File: config.mk
export PLATFORM = sky130hd
export DESIGN_NAME = psg_top
export DESIGN_NICKNAME = d
export VERILOG_FILES = /design/src/logic/psg_pkg.sv /design/src/logic/psg_top.sv /design/src/logic/psg_osc_tick.sv /design/src/logic/psg_sys_div_basic.sv
export SDC_FILE = /design/constraint.sdc
export NUM_CORES = 1
export LEC_CHECK = 0
export BUFFER_PORTS_ARGS = -buffer_cell sky130_fd_sc_hd__buf_2
export CORE_ASPECT_RATIO = 1.1
export CORE_MARGIN = 8
export CORE_UTILIZATION = 53
export CTS_BUF_LIST = sky130_fd_sc_hd__clkbuf_8 sky130_fd_sc_hd__clkbuf_16
export DETAILED_ROUTE_END_ITERATION = 8
export PLACE_DENSITY = 0.72
export RECOVER_POWER = 100
export SYNTH_ARGS = -nofsm -noshare
export SYNTH_HDL_FRONTEND = slang
export SYNTH_SLANG_ARGS = --single-unit
export TNS_END_PERCENT = 20
File: constraint.sdc
create_clock -name pclk -period 7.2 [get_ports pclk]
set_clock_uncertainty 0.1 [all_clocks]
set_input_delay 0.36 -clock pclk [delete_from_list [all_inputs] [get_ports pclk]]
set_output_delay 0.36 -clock pclk [all_outputs]
set_load 0.03 [all_outputs]
File: src/logic/psg_pkg.sv
// Constants and types for the PLL, system clock and sleep gating controller
package psg_pkg;
   // ---------------------------------------------
   // Register byte offsets
   // ---------------------------------------------
   localparam logic [11:0] OFF_RAW_IRQ = 12'h050;
   localparam logic [11:0] OFF_IRQ_MASK = 12'h054;
   localparam logic [11:0] OFF_RUN_CFG = 12'h060;
   localparam logic [11:0] OFF_XLAT = 12'h064;
   localparam logic [11:0] OFF_RUN_CFG_EXT = 12'h070;
   localparam logic [11:0] OFF_RUN_GATE = 12'h100;
   localparam logic [11:0] OFF_SLEEP_GATE = 12'h110;
   localparam logic [11:0] OFF_DS_GATE = 12'h120;
   localparam logic [11:0] OFF_DS_CFG = 12'h144;

   // ---------------------------------------------
   // Field positions
   // ---------------------------------------------
   localparam int OSC_LSB = 4;
   localparam int CRYSTAL_LSB = 6;
   localparam int BYPASS_BIT = 11;
   localparam int PWRDN_BIT = 13;
   localparam int USEDIV_BIT = 22;
   localparam int DIV_LSB = 23;
   localparam int AUTOGATE_BIT = 27;
   localparam int USE_EXT_BIT = 31;
   localparam int LOCK_BIT = 6;

   // ---------------------------------------------
   // Reset values and counts
   // ---------------------------------------------
   localparam logic [31:0] RUN_CFG_RST = 32'h07802ad0;
   localparam logic [31:0] RUN_CFG_EXT_RST = 32'h07802810;
   localparam logic [31:0] DS_CFG_RST = 32'h07800000;
   localparam logic [31:0] GATE0_RST = 32'h00000040;
   localparam logic [15:0] RELOCK_LOAD = 16'h1200;

   // Clock source codes
   localparam logic [1:0] SRC_MAIN = 2'h0;
   localparam logic [1:0] SRC_INT = 2'h1;
   localparam logic [1:0] SRC_INT4 = 2'h2;

   typedef enum logic [1:0] {M_RUN, M_SLEEP, M_DEEP, M_WAKE} psg_mode_t;

   // VCO multiplier per crystal code, rounded toward 400 MHz; zero for codes below the PLL range
   function automatic logic [7:0] psg_pll_mult(input logic [3:0] code);
      case (code)
         4'h4: psg_pll_mult = 8'h70;
         4'h5: psg_pll_mult = 8'h6d;
         4'h6: psg_pll_mult = 8'h64;
         4'h7: psg_pll_mult = 8'h62;
         4'h8: psg_pll_mult = 8'h51;
         4'h9: psg_pll_mult = 8'h50;
         4'ha: psg_pll_mult = 8'h4e;
         4'hb: psg_pll_mult = 8'h43;
         4'hc: psg_pll_mult = 8'h41;
         4'hd: psg_pll_mult = 8'h36;
         4'he: psg_pll_mult = 8'h32;
         4'hf: psg_pll_mult = 8'h31;
         default: psg_pll_mult = 8'h00;
      endcase
   endfunction
endpackage

File: src/logic/psg_top.sv
// PLL, system clock divider and run/sleep/deep-sleep clock gating controller
//
// Behaviour
// - Wide divider field is two bits wider than basic, up to divide by 64.
// - Divisor equals the divider code plus one; all ones gives 64.
// - On the PLL path the VCO clock is halved before the divisor.
// - With bypass and no divider the system clock equals the source clock.
// - Crystal code is translated to PLL settings, readable in a read-only register.
// - Translated settings put the VCO within one percent of its target.
// - PLL is powered down after reset until software enables it.
// - Normal mode drives the PLL output; power-down mode does not.
// - Relock starts on crystal change or power-up; same value rewrite does not.
// - Relock trigger loads 0x1200 into a main-oscillator down counter.
// - PLL is never the system clock before the relock count expires.
// - Enable plus select in one write runs from oscillator until settled.
// - Raw lock flag is pollable and drives a maskable lock interrupt.
// - Run mode clocks core and peripherals enabled in run gating registers.
// - Sleep stops core; peripherals use sleep or run gating per auto gating.
// - Sleep keeps the run mode clock source and frequency.
// - Deep sleep stops core; peripherals use deep or run gating per auto gating.
// - Deep sleep runs from main oscillator or a selected internal oscillator.
// - Deep sleep powers the PLL down and applies the divider override only if the PLL was powered on entry.
// - On wake the clock is restored before stopped clocks are re-enabled.
`timescale 1ns/1ns
`default_nettype none
module psg_top #(
   parameter int NG = 3,
   parameter logic [15:0] RELOCK_COUNT = psg_pkg::RELOCK_LOAD
) (
   input wire logic pclk,
   input wire logic presetn,
   input wire logic psel,
   input wire logic penable,
   input wire logic pwrite,
   input wire logic [11:0] paddr,
   input wire logic [31:0] pwdata,
   output logic [31:0] prdata,
   output logic pready,
   output logic pslverr,
   input wire logic main_osc,
   input wire logic [3:0] osc_tick,
   input wire logic pll_tick,
   input wire logic sleep_req,
   input wire logic deep_sel,
   input wire logic wake_irq,
   output logic sys_clk_en,
   output logic cpu_clk_en,
   output logic [NG*32-1:0] gate_en,
   output logic pll_power_down,
   output logic [7:0] pll_mult,
   output logic pll_sel,
   output logic [1:0] sys_src_sel,
   output logic [5:0] sys_div_code,
   output logic main_osc_power_down,
   output logic int_osc_power_up,
   output logic pll_lock_irq
);
   typedef struct packed {
      psg_pkg::psg_mode_t mode;
      logic ds_pll;
      logic [31:0] cfg;
      logic [31:0] cfg_ext;
      logic [31:0] ds_cfg;
      logic mask;
      logic [NG-1:0][31:0] rg;
      logic [NG-1:0][31:0] sg;
      logic [NG-1:0][31:0] dg;
      logic [15:0] relock;
      logic locked;
      logic pd;
      logic pll;
      logic usediv;
      logic mo_off;
      logic io_on;
      logic [1:0] src;
      logic [5:0] div;
      logic cpu;
      logic [NG-1:0][31:0] gate;
      logic [31:0] rdata;
   } psg_state_t;

   // ---------------------------------------------
   // Address helpers
   // ---------------------------------------------
   function automatic logic in_win(input logic [11:0] a, input logic [11:0] base);
      in_win = (a >= base) && (a < base + 12'(4 * NG)) && (a[1:0] == 2'h0);
   endfunction

   function automatic logic [1:0] gidx(input logic [11:0] a, input logic [11:0] base);
      logic [11:0] d;
      d = a - base;
      gidx = d[3:2];
   endfunction

   psg_state_t s;
   psg_state_t n;
   logic mo_tick;
   logic wr;
   logic hit;
   logic [31:0] rd;
   logic t;
   logic ext;
   logic byp;
   logic pd;
   logic dp;
   logic ag;
   logic [1:0] src;
   logic [1:0] dsrc;
   logic [5:0] dv;
   logic [5:0] dsv;
   logic div_tick_in;
   logic [6:0] divisor;

   // ---------------------------------------------
   // Next state
   // ---------------------------------------------
   always_comb begin
      n = s;
      t = 1'b0;
      wr = psel & penable & pwrite;
      hit = 1'b1;
      rd = 32'h0;
      if (paddr == psg_pkg::OFF_RAW_IRQ) begin
         rd[psg_pkg::LOCK_BIT] = s.locked;
      end else if (paddr == psg_pkg::OFF_IRQ_MASK) begin
         rd[psg_pkg::LOCK_BIT] = s.mask;
      end else if (paddr == psg_pkg::OFF_RUN_CFG) begin
         rd = s.cfg;
      end else if (paddr == psg_pkg::OFF_XLAT) begin
         rd = {24'h0, psg_pkg::psg_pll_mult(s.cfg[psg_pkg::CRYSTAL_LSB +: 4])};
      end else if (paddr == psg_pkg::OFF_RUN_CFG_EXT) begin
         rd = s.cfg_ext;
      end else if (paddr == psg_pkg::OFF_DS_CFG) begin
         rd = s.ds_cfg;
      end else if (in_win(paddr, psg_pkg::OFF_RUN_GATE)) begin
         rd = s.rg[gidx(paddr, psg_pkg::OFF_RUN_GATE)];
      end else if (in_win(paddr, psg_pkg::OFF_SLEEP_GATE)) begin
         rd = s.sg[gidx(paddr, psg_pkg::OFF_SLEEP_GATE)];
      end else if (in_win(paddr, psg_pkg::OFF_DS_GATE)) begin
         rd = s.dg[gidx(paddr, psg_pkg::OFF_DS_GATE)];
      end else begin
         hit = 1'b0;
      end
      if (psel && !penable) begin
         n.rdata = rd;
      end

      // Register writes take effect in the access phase
      if (wr) begin
         if (paddr == psg_pkg::OFF_IRQ_MASK) begin
            n.mask = pwdata[psg_pkg::LOCK_BIT];
         end else if (paddr == psg_pkg::OFF_RUN_CFG) begin
            n.cfg = pwdata;
            t = pwdata[psg_pkg::CRYSTAL_LSB +: 4] != s.cfg[psg_pkg::CRYSTAL_LSB +: 4];
         end else if (paddr == psg_pkg::OFF_RUN_CFG_EXT) begin
            n.cfg_ext = pwdata;
         end else if (paddr == psg_pkg::OFF_DS_CFG) begin
            n.ds_cfg = pwdata;
         end else if (in_win(paddr, psg_pkg::OFF_RUN_GATE)) begin
            n.rg[gidx(paddr, psg_pkg::OFF_RUN_GATE)] = pwdata;
         end else if (in_win(paddr, psg_pkg::OFF_SLEEP_GATE)) begin
            n.sg[gidx(paddr, psg_pkg::OFF_SLEEP_GATE)] = pwdata;
         end else if (in_win(paddr, psg_pkg::OFF_DS_GATE)) begin
            n.dg[gidx(paddr, psg_pkg::OFF_DS_GATE)] = pwdata;
         end
      end

      // Extended configuration overrides the basic bypass, power-down, source and divider fields when enabled
      ext = n.cfg_ext[psg_pkg::USE_EXT_BIT];
      byp = ext ? n.cfg_ext[psg_pkg::BYPASS_BIT] : n.cfg[psg_pkg::BYPASS_BIT];
      pd = ext ? n.cfg_ext[psg_pkg::PWRDN_BIT] : n.cfg[psg_pkg::PWRDN_BIT];
      src = ext ? n.cfg_ext[psg_pkg::OSC_LSB +: 2] : n.cfg[psg_pkg::OSC_LSB +: 2];
      dv = ext ? n.cfg_ext[psg_pkg::DIV_LSB +: 6] : {2'b00, n.cfg[psg_pkg::DIV_LSB +: 4]};
      dsv = n.ds_cfg[psg_pkg::DIV_LSB +: 6];
      dsrc = n.ds_cfg[psg_pkg::OSC_LSB +: 2];
      ag = n.cfg[psg_pkg::AUTOGATE_BIT];

      // Power mode sequencing
      case (s.mode)
         psg_pkg::M_RUN: begin
            if (sleep_req) begin
               n.mode = deep_sel ? psg_pkg::M_DEEP : psg_pkg::M_SLEEP;
               n.ds_pll = ~pd;
            end
         end
         psg_pkg::M_SLEEP: begin
            if (wake_irq) begin
               n.mode = psg_pkg::M_RUN;
            end
         end
         psg_pkg::M_DEEP: begin
            if (wake_irq) begin
               n.mode = psg_pkg::M_WAKE;
            end
         end
         default: begin
            n.mode = psg_pkg::M_RUN;
         end
      endcase
      dp = n.mode == psg_pkg::M_DEEP;

      // Clock tree settings; sleep leaves them untouched
      n.pd = pd | dp;
      n.src = dp ? dsrc : src;
      n.div = dv;
      if (dp && n.ds_pll) begin
         n.div = ext ? dsv : {2'b00, dsv[3:0]};
      end
      n.mo_off = dp && (dsrc != psg_pkg::SRC_MAIN);
      n.io_on = dp && (dsrc == psg_pkg::SRC_INT || dsrc == psg_pkg::SRC_INT4);

      // Relock timer on the main oscillator
      t = t | (s.pd & ~n.pd);
      if (t) begin
         n.relock = RELOCK_COUNT;
      end else if (mo_tick && s.relock != 16'h0) begin
         n.relock = s.relock - 16'h0001;
      end
      n.locked = ~n.pd & ~t & (n.relock == 16'h0);
      n.pll = ~byp & n.locked & ~dp;
      n.usediv = n.cfg[psg_pkg::USEDIV_BIT] | n.pll;

      // Clock gating per mode
      n.cpu = n.mode == psg_pkg::M_RUN;
      case (n.mode)
         psg_pkg::M_RUN: begin
            n.gate = n.rg;
         end
         psg_pkg::M_SLEEP: begin
            n.gate = ag ? n.sg : n.rg;
         end
         default: begin
            n.gate = ag ? n.dg : n.rg;
         end
      endcase
   end

   // ---------------------------------------------
   // State register
   // ---------------------------------------------
   always_ff @(posedge pclk or negedge presetn) begin
      if (!presetn) begin
         s <= '0;
         s.mode <= psg_pkg::M_RUN;
         s.cfg <= psg_pkg::RUN_CFG_RST;
         s.cfg_ext <= psg_pkg::RUN_CFG_EXT_RST;
         s.ds_cfg <= psg_pkg::DS_CFG_RST;
         s.rg[0] <= psg_pkg::GATE0_RST;
         s.sg[0] <= psg_pkg::GATE0_RST;
         s.dg[0] <= psg_pkg::GATE0_RST;
         s.gate[0] <= psg_pkg::GATE0_RST;
         s.pd <= 1'b1;
         s.src <= psg_pkg::SRC_INT;
         s.div <= psg_pkg::RUN_CFG_RST[psg_pkg::DIV_LSB +: 6];
         s.cpu <= 1'b1;
      end else begin
         s <= n;
      end
   end

   // ---------------------------------------------
   // Clock sources and divider
   // ---------------------------------------------
   psg_osc_tick u_mo (
      .clk(pclk),
      .rst_n(presetn),
      .osc_in(main_osc),
      .tick(mo_tick)
   );

   assign div_tick_in = s.pll ? pll_tick : osc_tick[s.src];
   assign divisor = s.usediv ? 7'(s.div) + 7'h01 : 7'h01;

   psg_sys_div_basic u_div (
      .clk(pclk),
      .rst_n(presetn),
      .in_tick(div_tick_in),
      .half(s.pll),
      .divisor(divisor),
      .out_tick(sys_clk_en)
   );

   // ---------------------------------------------
   // Outputs
   // ---------------------------------------------
   assign prdata = s.rdata;
   assign pready = 1'b1;
   assign pslverr = psel & penable & ~hit;
   assign cpu_clk_en = s.cpu;
   assign gate_en = s.gate;
   assign pll_power_down = s.pd;
   assign pll_mult = psg_pkg::psg_pll_mult(s.cfg[psg_pkg::CRYSTAL_LSB +: 4]);
   assign pll_sel = s.pll;
   assign sys_src_sel = s.src;
   assign sys_div_code = s.div;
   assign main_osc_power_down = s.mo_off;
   assign int_osc_power_up = s.io_on;
   assign pll_lock_irq = s.locked & s.mask;

   // ---------------------------------------------
   // Checks
   // ---------------------------------------------
   a_relock_load: assert property (@(posedge pclk) disable iff (!presetn)
      t |=> (s.relock == RELOCK_COUNT && !s.locked))
      else $error("relock counter not loaded");

   a_pll_unlocked: assert property (@(posedge pclk) disable iff (!presetn)
      (s.relock != 16'h0 || s.pd) |-> !pll_sel)
      else $error("pll selected before settling");

   a_same_crystal: assert property (@(posedge pclk) disable iff (!presetn)
      (wr && paddr == psg_pkg::OFF_RUN_CFG && !ext && pwdata[psg_pkg::PWRDN_BIT] == s.pd && !s.pd
       && pwdata[psg_pkg::CRYSTAL_LSB +: 4] == s.cfg[psg_pkg::CRYSTAL_LSB +: 4]
       && s.mode == psg_pkg::M_RUN && !sleep_req) |=> s.relock <= $past(s.relock))
      else $error("rewrite of same crystal restarted relock");

   a_lock_power: assert property (@(posedge pclk) disable iff (!presetn)
      s.locked |-> (!pll_power_down && s.relock == 16'h0))
      else $error("lock flag while pll down or counting");

   a_sleep_cpu: assert property (@(posedge pclk) disable iff (!presetn)
      (s.mode == psg_pkg::M_SLEEP) |-> (!cpu_clk_en && gate_en == (s.cfg[psg_pkg::AUTOGATE_BIT] ? s.sg : s.rg)))
      else $error("sleep gating wrong");

   a_sleep_clock: assert property (@(posedge pclk) disable iff (!presetn)
      (s.mode == psg_pkg::M_RUN && n.mode == psg_pkg::M_SLEEP && !wr) |=> ($stable(sys_src_sel)
       && $stable(sys_div_code) && $stable(pll_power_down)))
      else $error("sleep changed system clock");

   a_deep_pd: assert property (@(posedge pclk) disable iff (!presetn)
      (s.mode == psg_pkg::M_DEEP) |-> (pll_power_down && !pll_sel && !cpu_clk_en))
      else $error("pll running in deep sleep");

   a_wake_order: assert property (@(posedge pclk) disable iff (!presetn)
      (s.mode == psg_pkg::M_DEEP && wake_irq) |=> (!cpu_clk_en && s.mode == psg_pkg::M_WAKE) ##1 cpu_clk_en)
      else $error("clocks re-enabled before clock restore");

   a_deep_src: assert property (@(posedge pclk) disable iff (!presetn)
      (s.mode == psg_pkg::M_DEEP) |-> (sys_src_sel == s.ds_cfg[psg_pkg::OSC_LSB +: 2]
       && main_osc_power_down == (s.ds_cfg[psg_pkg::OSC_LSB +: 2] != psg_pkg::SRC_MAIN)))
      else $error("deep sleep source wrong");
endmodule
`default_nettype wire

File: src/logic/psg_osc_tick.sv
// Main oscillator pin synchroniser producing one pclk-wide tick per rising edge
`timescale 1ns/1ns
`default_nettype none
module psg_osc_tick (
   input wire logic clk,
   input wire logic rst_n,
   input wire logic osc_in,
   output logic tick
);
   typedef struct packed {
      logic s1;
      logic s2;
      logic s3;
      logic tick;
   } psg_tick_t;

   psg_tick_t s;
   psg_tick_t n;

   always_comb begin
      n = s;
      n.s1 = osc_in;
      n.s2 = s.s1;
      n.s3 = s.s2;
      n.tick = s.s2 & ~s.s3;
   end

   always_ff @(posedge clk or negedge rst_n) begin
      if (!rst_n) begin
         s <= '0;
      end else begin
         s <= n;
      end
   end

   assign tick = s.tick;
endmodule
`default_nettype wire

File: src/logic/psg_sys_div_basic.sv
// System clock divider: optional halving stage, then divide by a programmable count
`timescale 1ns/1ns
`default_nettype none
module psg_sys_div_basic (
   input wire logic clk,
   input wire logic rst_n,
   input wire logic in_tick,
   input wire logic half,
   input wire logic [6:0] divisor,
   output logic out_tick
);
   typedef struct packed {
      logic ph;
      logic [6:0] cnt;
      logic tick;
   } psg_div_t;

   psg_div_t s;
   psg_div_t n;

   always_comb begin
      n = s;
      n.tick = 1'b0;
      if (in_tick) begin
         if (half && !s.ph) begin
            n.ph = 1'b1;
         end else begin
            n.ph = 1'b0;
            if (s.cnt + 7'h01 >= divisor) begin
               n.cnt = 7'h00;
               n.tick = 1'b1;
            end else begin
               n.cnt = s.cnt + 7'h01;
            end
         end
      end
   end

   always_ff @(posedge clk or negedge rst_n) begin
      if (!rst_n) begin
         s <= '0;
      end else begin
         s <= n;
      end
   end

   assign out_tick = s.tick;

   a_div_by_one: assert property (@(posedge clk) disable iff (!rst_n)
      (in_tick && !half && divisor == 7'h01) |=> out_tick)
      else $error("divide by one missed a tick");
endmodule
`default_nettype wire

# ---- Word level (Yosys, flattened, before mapping)
# Memories as Yosys holds them, arrays and structs flattened.
# Index checks and enable logic that the tools add are counted.
dict set report op_classes {
  eq_ne 13
  muxes 84
  magnitude_cmp 14
  bitwise 24
  n_addsub 6
  reduce_logical 29
}
# operator count
set ops {}
lappend ops {{288-bit 2-to-1 mux} 4}
lappend ops {{96-bit 2-to-1 mux} 6}
lappend ops {{32-bit 2-to-1 mux} 16}
lappend ops {{381-bit 2-to-1 mux} 1}
lappend ops {{96-bit bitwise mux} 3}
lappend ops {{32-bit binary-select mux with 2-bit select} 3}
lappend ops {{32-bit demux with 2-bit select} 3}
lappend ops {{192-bit 2-to-1 mux} 1}
lappend ops {{96-bit case mux with 2 select lines} 1}
lappend ops {{92-bit 2-to-1 mux} 1}
lappend ops {{64-bit 2-to-1 mux} 1}
lappend ops {{12-bit by 7-bit equality test with 1-bit output (second input constant)} 5}
lappend ops {{25-bit 2-to-1 mux} 2}
lappend ops {{12-bit by 9-bit greater-or-equal comparator with 1-bit output (second input constant)} 3}
lappend ops {{12-bit by 9-bit < comparator with 1-bit output (second input constant)} 3}
lappend ops {{16-bit 2-to-1 mux} 2}
lappend ops {{6-bit 2-to-1 mux} 5}
lappend ops {{28-bit 2-to-1 mux} 1}
lappend ops {{1-bit 2-to-1 mux} 24}
lappend ops {{16-bit zero test} 1}
lappend ops {{16-bit nonzero test} 1}
lappend ops {{16-bit by 1-bit subtractor with 16-bit output (second input constant)} 1}
lappend ops {{1-bit logical AND} 15}
lappend ops {{7-bit 2-to-1 mux} 2}
lappend ops {{other kinds (25)} 65}
dict set report word_totals {
  memories 2
  ff_bits 560
  word_cells 211
  romBits 224
  in_bits 58
}
# memory depth word_bits read_ports rd_ports_with_merged_regs wr line
set mem_list {}
lappend mem_list {{(no name shown)} 16 7 1 0 0 psg_pkg.sv:47} ;# case (code)
lappend mem_list {{(no name shown)} 16 7 1 0 0 psg_pkg.sv:47}

# ---- Logic depth before layout (Yosys ltp)
# Gate-level depths: netlist of the first run.
dict set report logic_depth {
  word_depth 29
  ltp_mapped 10
  ltp_nobuf 10
}

# ---- Hierarchy
# Synthesis of the first run repeated with hierarchy kept, for this count alone.
dict set report hier_totals {
  hier_cells 2580
  hier_area_um2 28192.0
}
# module n_inst cells_each area_each_um2
set by_module_without_submodules {}
lappend by_module_without_submodules {psg_top 1 2499 27437.6}
lappend by_module_without_submodules {psg_sys_div_basic 1 76 640.6}
lappend by_module_without_submodules {psg_osc_tick 1 5 113.9}

# ---- Worst setup path after synthesis of the first run
# Ideal clock, no wire load.
dict set report synth_path {
  path_kind {input port to output port}
  from {input paddr[5]}
  to {output pslverr}
  path_stages 7
  arrival_time_ps 2428
  slack_ps 4312
  path_cell_list {clkbuf_1 nand2b_1 nor2_1 o21a_1 clkbuf_1 clkbuf_1 nor4b_1}
}
dict set report synth_via {
  elab_chain_len 14
  elab_cells_between_ends 29
  cone_classes {order compare: 6; eq/ne: 6; mux: 9; bitwise: 2; reduce/logical: 6}
}
# item line
set synth_lines {}
lappend synth_lines {{from (decl)} psg_top.sv:35} ;# input wire logic [11:0] paddr,
lappend synth_lines {{12-bit by 9-bit greater-or-equal comparator with 1-bit output / 12-bit by 9-bit < comparator with 1-bit output (equally long branches)} psg_top.sv:86} ;# in_win = (a >= base) && (a < base + 12'(4 * NG)) && (a[1:0] == 2'h0);
lappend synth_lines {{1-bit logical AND (2 in series)} psg_top.sv:86}
lappend synth_lines {{1-bit 2-to-1 mux} psg_top.sv:139} ;# end else if (in_win(paddr, psg_pkg::OFF_DS_GATE)) begin
lappend synth_lines {{1-bit 2-to-1 mux} psg_top.sv:137} ;# end else if (in_win(paddr, psg_pkg::OFF_SLEEP_GATE)) begin
lappend synth_lines {{1-bit 2-to-1 mux} psg_top.sv:135} ;# end else if (in_win(paddr, psg_pkg::OFF_RUN_GATE)) begin
lappend synth_lines {{1-bit 2-to-1 mux} psg_top.sv:133} ;# end else if (paddr == psg_pkg::OFF_DS_CFG) begin
lappend synth_lines {{1-bit 2-to-1 mux} psg_top.sv:131} ;# end else if (paddr == psg_pkg::OFF_RUN_CFG_EXT) begin
lappend synth_lines {{1-bit 2-to-1 mux} psg_top.sv:129} ;# end else if (paddr == psg_pkg::OFF_XLAT) begin
lappend synth_lines {{1-bit 2-to-1 mux} psg_top.sv:127} ;# end else if (paddr == psg_pkg::OFF_RUN_CFG) begin
lappend synth_lines {{1-bit 2-to-1 mux} psg_top.sv:125} ;# end else if (paddr == psg_pkg::OFF_IRQ_MASK) begin
lappend synth_lines {{1-bit 2-to-1 mux (*)} psg_top.sv:123} ;# if (paddr == psg_pkg::OFF_RAW_IRQ) begin
lappend synth_lines {{1-bit NOT (*)} psg_top.sv:288} ;# assign pslverr = psel & penable & ~hit;
lappend synth_lines {{1-bit AND (*)} psg_top.sv:288}
lappend synth_lines {{to (decl)} psg_top.sv:39} ;# output logic pslverr,
# Mark *: on every way between the ends. The rest lies on a longest branch, timed or not.

==> results of run 1 <==
-- path summary, 6_finish.rpt --
path / start / to / slack, ns / depth (start not counted)
setup / recovery: paddr[1] / gate_en[62] / 1.42 / 9
hold / removal: pwdata[8] / s[520] / 0.03 / 3
setup reg to reg: s[545] / gate_en[62] / 1.76 / 8
hold reg to reg: u_mo.n[2] / u_mo.n[1] / 0.25 / 0
max in group asynchronous: presetn / prdata[24] / 2.92 / 4
min in group asynchronous: presetn / main_osc_power_down / 0.22 / 2
-- routing by layer --
layer	up-vias	global-route usage (%)
met5	-	0
met4	4	8.396
met3	163	4.813
met2	844	44.03
met1	10610	37.32
li1	9052	-
-- sequential cells by signal, summed over array words and instances (netlist names), 2 cells and up --
signal        flops
prdata           32
gate_en          96
u_mo.n            2
sys_src_sel       2
u_div.s           8
s               406
sys_div_code      6
-- metrics by stage --
step / cells / utilization (%)
2_1_floorplan: 2581 / -
3_3_place_gp: 3166 / 54.22
3_5_place_dp: 3166 / 54.22
4_1_cts: 3298 / 58.52
5_1_grt: 3299 / 57.96
6_report: 3300 / 57.96
-- placed cells by master, fill, tap and decap left out, types with 17 or more instances in the layout --
cell type      count
nor2_1           181
dfstp_2           29
a21oi_1          107
o22a_1            95
a31oi_1           30
o21a_1            96
mux2i_1          105
o21ai_0           91
dlygate4sd3_1     23
o22ai_1           54
clkbuf_1         171
nand2_1          152
clkbuf_16         58
mux2_2           111
mux2_1           246
o31a_1            95
dfrtp_1          528
buf_2             53
buf_4             17
inv_1             26
xnor2_1           18
or2_2             98
-- cell usage after synthesis (32+ instances only) --
library cell	count	share of area, %
nor2_1	193	2.6
o22a_1	95	2.9
mux2_2	357	14
dfstp_2	32	3.0
nand2_1	153	2.0
dfrtp_1	528	47
o22ai_1	54	1.2
o31a_1	95	2.9
buf_2	40	0.71
o21ai_0	90	1.6
o21a_1	96	2.5
or2_2	98	2.2
buf_4	138	3.6
mux2i_1	104	3.7
clkbuf_1	158	2.1
a21oi_1	107	1.9
-- what timing repair did --
action,4_1_cts,5_1_grt
buffers inserted,0,0
endpoints found under the setup margin,0,0
hold endpoints to repair,105,0
hold buffers,23,0
-- logic make-up after synthesis --
family                   count (synthesis)  share of synthesized area [%]
AO/OA/AOI/OAI                          618                          15.26
flip-flops                             560                          49.49
AND/OR/NAND/NOR                        534                          8.936
multiplexers                           464                          18.00
buffers and inverters                  361                          6.773
XOR/XNOR                                26                         0.8020
adder cells (fa/ha/maj)                 16                         0.7050
other                                    2                        0.02645
-- report_power, final --
| part | switching [mW] | internal, mW |
|---|---|---|
| registers | 0.0623 | 3.21 |
| logic | 0.786 | 0.483 |
| clock network | 1.31 | 1.91 |
| total | 2.16 | 5.61 |
-- area by class of cell --
cell class / instances / share of cell area (%)
clock inverters: 40 / 1.485
well taps: 682 / 2.760
repair buffers: 269 / 4.322
inverters: 18 / 0.2266
flip-flops and latches: 560 / 45.46
clock buffers: 69 / 5.184
diodes: 2 / 0.01619
multi-input cells: 1660 / 40.55
-- critical path, cell delays in order --
cell,delay [ns]
clkbuf_1,0.11
nor3b_1,0.59
nand4_1,0.17
clkbuf_1,0.97
nor2_1,1.45
clkbuf_1,1.60
mux2_2,0.47
a22oi_1,0.24
o21ai_0,0.12
==> metrics, run 1 <==
status finished, violations left; violated checks max-capacitance violations, max-slew violations; cell area after layout between 30,000 and 40,000 um2; Period Utilization, post-route 80.29%; Min-Delay Path Class in -> reg; post-route minimum period 5.781 ns; Pwr Total 7.764 mW; Num CTS Buffers 58; CTS tree done; Seq/Total Area, Yosys around half; worst path arrival time ~6.1 ns; Worst Path Max Fanout 31; VDD IR max 0.2033 mV; CTS H-tree depth 2; FF+latch area 14,050 um2; worst setup margin 1.419 ns; Die Wd approximately 240 um; metal2 WL 39,670 um; Post-synth EDFFs 0; Main synth FF type dfrtp_1; P per Cell Area between 200 and 300 nW/um2; MaxCap Viol Count 21; io pins 211; # DRC 0; Max Slew Vio Count 742; detailed placement HPWL 51,680 um; worst slew pin tran 3.233 ns; GRT Resource Usage Total 27.23%; 1st-iter DRT viols ~1,900; WL met1 around 36,000 um; Wirelength per Cell 25.60 um; synth unique cells 72; via count ~21,000; relative slew slack -115.5%; Fmax achieved roughly 170 MHz; Mapped Area 28,390 um2; average vias per placed instance 6.265; Placed Area 28,920 um2; worst skew pair latency 0.62 ns; CP required 7.55 ns; antenna violations before repair 8; vias in the first global route 21,560; CORE AREA ~53,000 um2; WL final 84,470 um; layout cells sized above 1 between 15 and 20%; Clock Path Buffers 3; clock sink count 560; # fillers 4,411; Final Hold Viols 0; Die ar. 61,250 um2; Final nets 2,641; Cells after Synth 2,581; Leak 14.70 nW; wire length of the first global-routing pass 131,800 um; first drt pass iteration count 6; Setup crit end kind flop; Startpoint Class input port; largest net degree at the start of global routing 190; PostCTS Resize Cnt 0; I/O Buffers ~210; gpl congestion ~0.85; Root Driver clkbuf_16; synth warn 0; global route overflow 0; setup tns final 0 ns; wire length on met3 6242 um; hold_ws roughly 0.033 ns; unrepaired setup endpoints after global routing no; Antenna Nets Post-Route 0; clk slew on worst S/H paths 0.06 ns; area delta synth->final 8.879%; syn_nets around 2,700; FFs w/ async S/R, synth 100.0%; Chip Height 258.8 um; dpl ws 2.039 ns; Crit Path Category in -> reg; Yosys reg bits 560; footprint of the multi-input gates ~13,000 um2; initial core utilization 53.23%; Synth Area per Inst 11.00 um2; row count 89; final setup fails 0; DR top layer met5
Note: power is estimated with default switching activity, not from simulation.
==> inputs of run 2 (changes only) <==
--- a/config.mk
+++ b/config.mk
@@ -11,7 +11,7 @@
 export CORE_UTILIZATION = 53
 export CTS_BUF_LIST = sky130_fd_sc_hd__clkbuf_8 sky130_fd_sc_hd__clkbuf_16
 export DETAILED_ROUTE_END_ITERATION = 8
-export PLACE_DENSITY = 0.72
+export PLACE_DENSITY = 0.74
 export RECOVER_POWER = 100
 export SYNTH_ARGS = -nofsm -noshare
 export SYNTH_HDL_FRONTEND = slang
==> constraint.sdc (replaced) <==
create_clock -name pclk -period 4.7 [get_ports pclk]
set_clock_uncertainty 0.1 [all_clocks]
set_input_delay 0.235 -clock pclk [delete_from_list [all_inputs] [get_ports pclk]]
set_output_delay 0.235 -clock pclk [all_outputs]
set_load 0.03 [all_outputs]
==> metrics, run 2 (same netlist as run 1, synthesis figures left out) <==
status finished, violations left; violated checks max-capacitance violations, max-slew violations; reg2reg path depth 7; Root Driver clkbuf_16; initial core utilization 53.23%; Period Utilization, post-route a little over four fifths; row count 89; largest net degree at the start of global routing 119; CTS tree done; global route overflow 0; I/O Buffers 208; Startpoint Class input port; detailed placement HPWL 53,700 um; worst skew pair latency 0.62 ns; switching power 3.309 mW; final setup fails 0; Min-Delay Path Class in -> reg; largest reg by FF count s; Clock Path Buffers 3; Crit Path Category in -> reg; Setup crit end kind flop; gpl congestion between 0.8 and 0.9; Placed Area 29,110 um2; slowest CP cell clkbuf_2; unrepaired setup endpoints after global routing no; WHS Path Cells 3; cell area after layout 31,150 um2; P per Cell Area roughly 380 nW/um2; Num CTS Buffers 57; Leak 14.81 nW; # DRC 0; Net Sw Frac 28.29%; Chip Height around 260 um; Buffers & Inverters on Critical Path 3; CP required 5.09 ns; 1st-iter DRT viols 1,795; # fillers around 4,400; WL final 84,390 um; combinational share of power 16.6%; Wirelength per Cell 25.35 um; layout cells sized above 1 18.41%; Clock power frac 40.5%; CP max stage delay 1.05 ns; crit-path cells buf_2, nor4_1, clkbuf_1, nand4_1, nor2_4, clkbuf_2, mux2_2, or2_2, o31a_1, o21a_1; Int Pwr 8.390 mW; Antenna Nets Post-Route 0; area delta synth->final 9.716%; MaxCap Viol Count 4; clock sink count 560; CP top delay family simple AND/OR/NAND/NOR gates; VDD IR max 0.2369 mV; antenna violations before repair 1; Die ar. 61,250 um2; post-route minimum period 3.983 ns; average vias per placed instance 6.264; Die Wd ~240 um; most frequent cells in the layout dfrtp_1, mux2_1, nor2_1; GRT Resource Usage Total a little over a quarter; Final nets 2,673; CORE AREA about 53,000 um2; worst slew pin tran 2.938 ns; Worst Path Max Fanout 32; most common cell after layout, fill and taps aside dfrtp_1; max reg flops between 400 and 500; io pins 211; clk slew on worst S/H paths 0.06 ns; Max Slew Vio Count 254; CTS H-tree depth 2; Sequential Power Share 42.9%; critical path depth 10; relative slew slack -95.90%; setup tns final 0 ns; wire length of the first global-routing pass approximately 130,000 um; via count 20,850; first drt pass iteration count 6; Fmax achieved 251.1 MHz; Final Hold Viols 0; worst path arrival time 4.37 ns; vias in the first global route 21,640
[run 2: worst min-delay path, cell delays in order]
cell     delay, ns
buf_2         0.14
o31ai_4       0.08
buf_4         0.22
[run 2: path summary, 6_finish.rpt]
| path | slack, ns | from | endpoint |
|---|---|---|---|
| max in group asynchronous | 1.62 | presetn | s[371] |
| hold / removal | 0.04 | wake_irq | s[545] |
| min in group asynchronous | 0.95 | presetn | prdata[1] |
| setup reg to reg | 1.40 | s[545] | gate_en[52] |
| setup / recovery | 0.72 | paddr[9] | gate_en[52] |
| hold reg to reg | 0.25 | u_mo.n[2] | u_mo.n[1] |
[run 2: cell type report]
class | instances | area (um2) | share of cell area (%)
Sequential cell | 560 | 14050 | 45.11
Multi-Input combinational cell | 1660 | 12530 | 40.21
Timing Repair Buffer | 302 | 1695 | 5.442
Clock buffer | 66 | 1550 | 4.976
Tap cell | 682 | 853.3 | 2.739
Clock inverter | 40 | 401.6 | 1.289
Inverter | 18 | 70.07 | 0.2249
Antenna cell | 1 | 2.502 | 0.008032
[run 2: through the flow]
step / setup WS, ns / cells / utilization (%) / power (mW) / hold slack [ns]
2_1_floorplan: 1.823 / 2581 / - / 6.425 / -0.1606
3_3_place_gp: 0.8960 / 3184 / 54.58 / 6.964 / 0.2460
3_5_place_dp: 0.8731 / 3184 / 54.58 / 7.012 / 0.2396
4_1_cts: 1.447 / 3328 / 58.95 / 11.75 / 0.01092
5_1_grt: 0.6688 / 3328 / 58.40 / 12.10 / 0.04247
6_report: 0.7173 / 3329 / 58.41 / 11.70 / 0.03657
[run 2: routing by layer]
layer | vias to the layer above | GRT usage (%) | share of wire, %
li1 | 9135 | - | -
met1 | 10570 | 36.53 | 41
met2 | 947 | 43.58 | 47
met3 | 199 | 5.195 | 8.3
met4 | 2 | 10.39 | 3.6
met5 | - | 0 | 0.014
[run 2: timing repair]
item / in CTS / in global routing
setup endpoints to repair: 0 / 0
setup buffers: 0 / 0
gates resized for setup: 0 / 0
endpoints found under the hold margin: 386 / 0
hold buffers: 38 / 0
[run 2: power groups by stage]
stage / Combinational [mW] / Sequential, mW / Clock (mW)
after floorplan: 1.34 / 5.09 / 0
after global placement: 1.87 / 5.10 / 0
after detailed placement: 1.91 / 5.10 / 0
after CTS: 1.94 / 5.02 / 4.79
after global routing: 2.09 / 5.03 / 4.99
final: 1.94 / 5.02 / 4.74
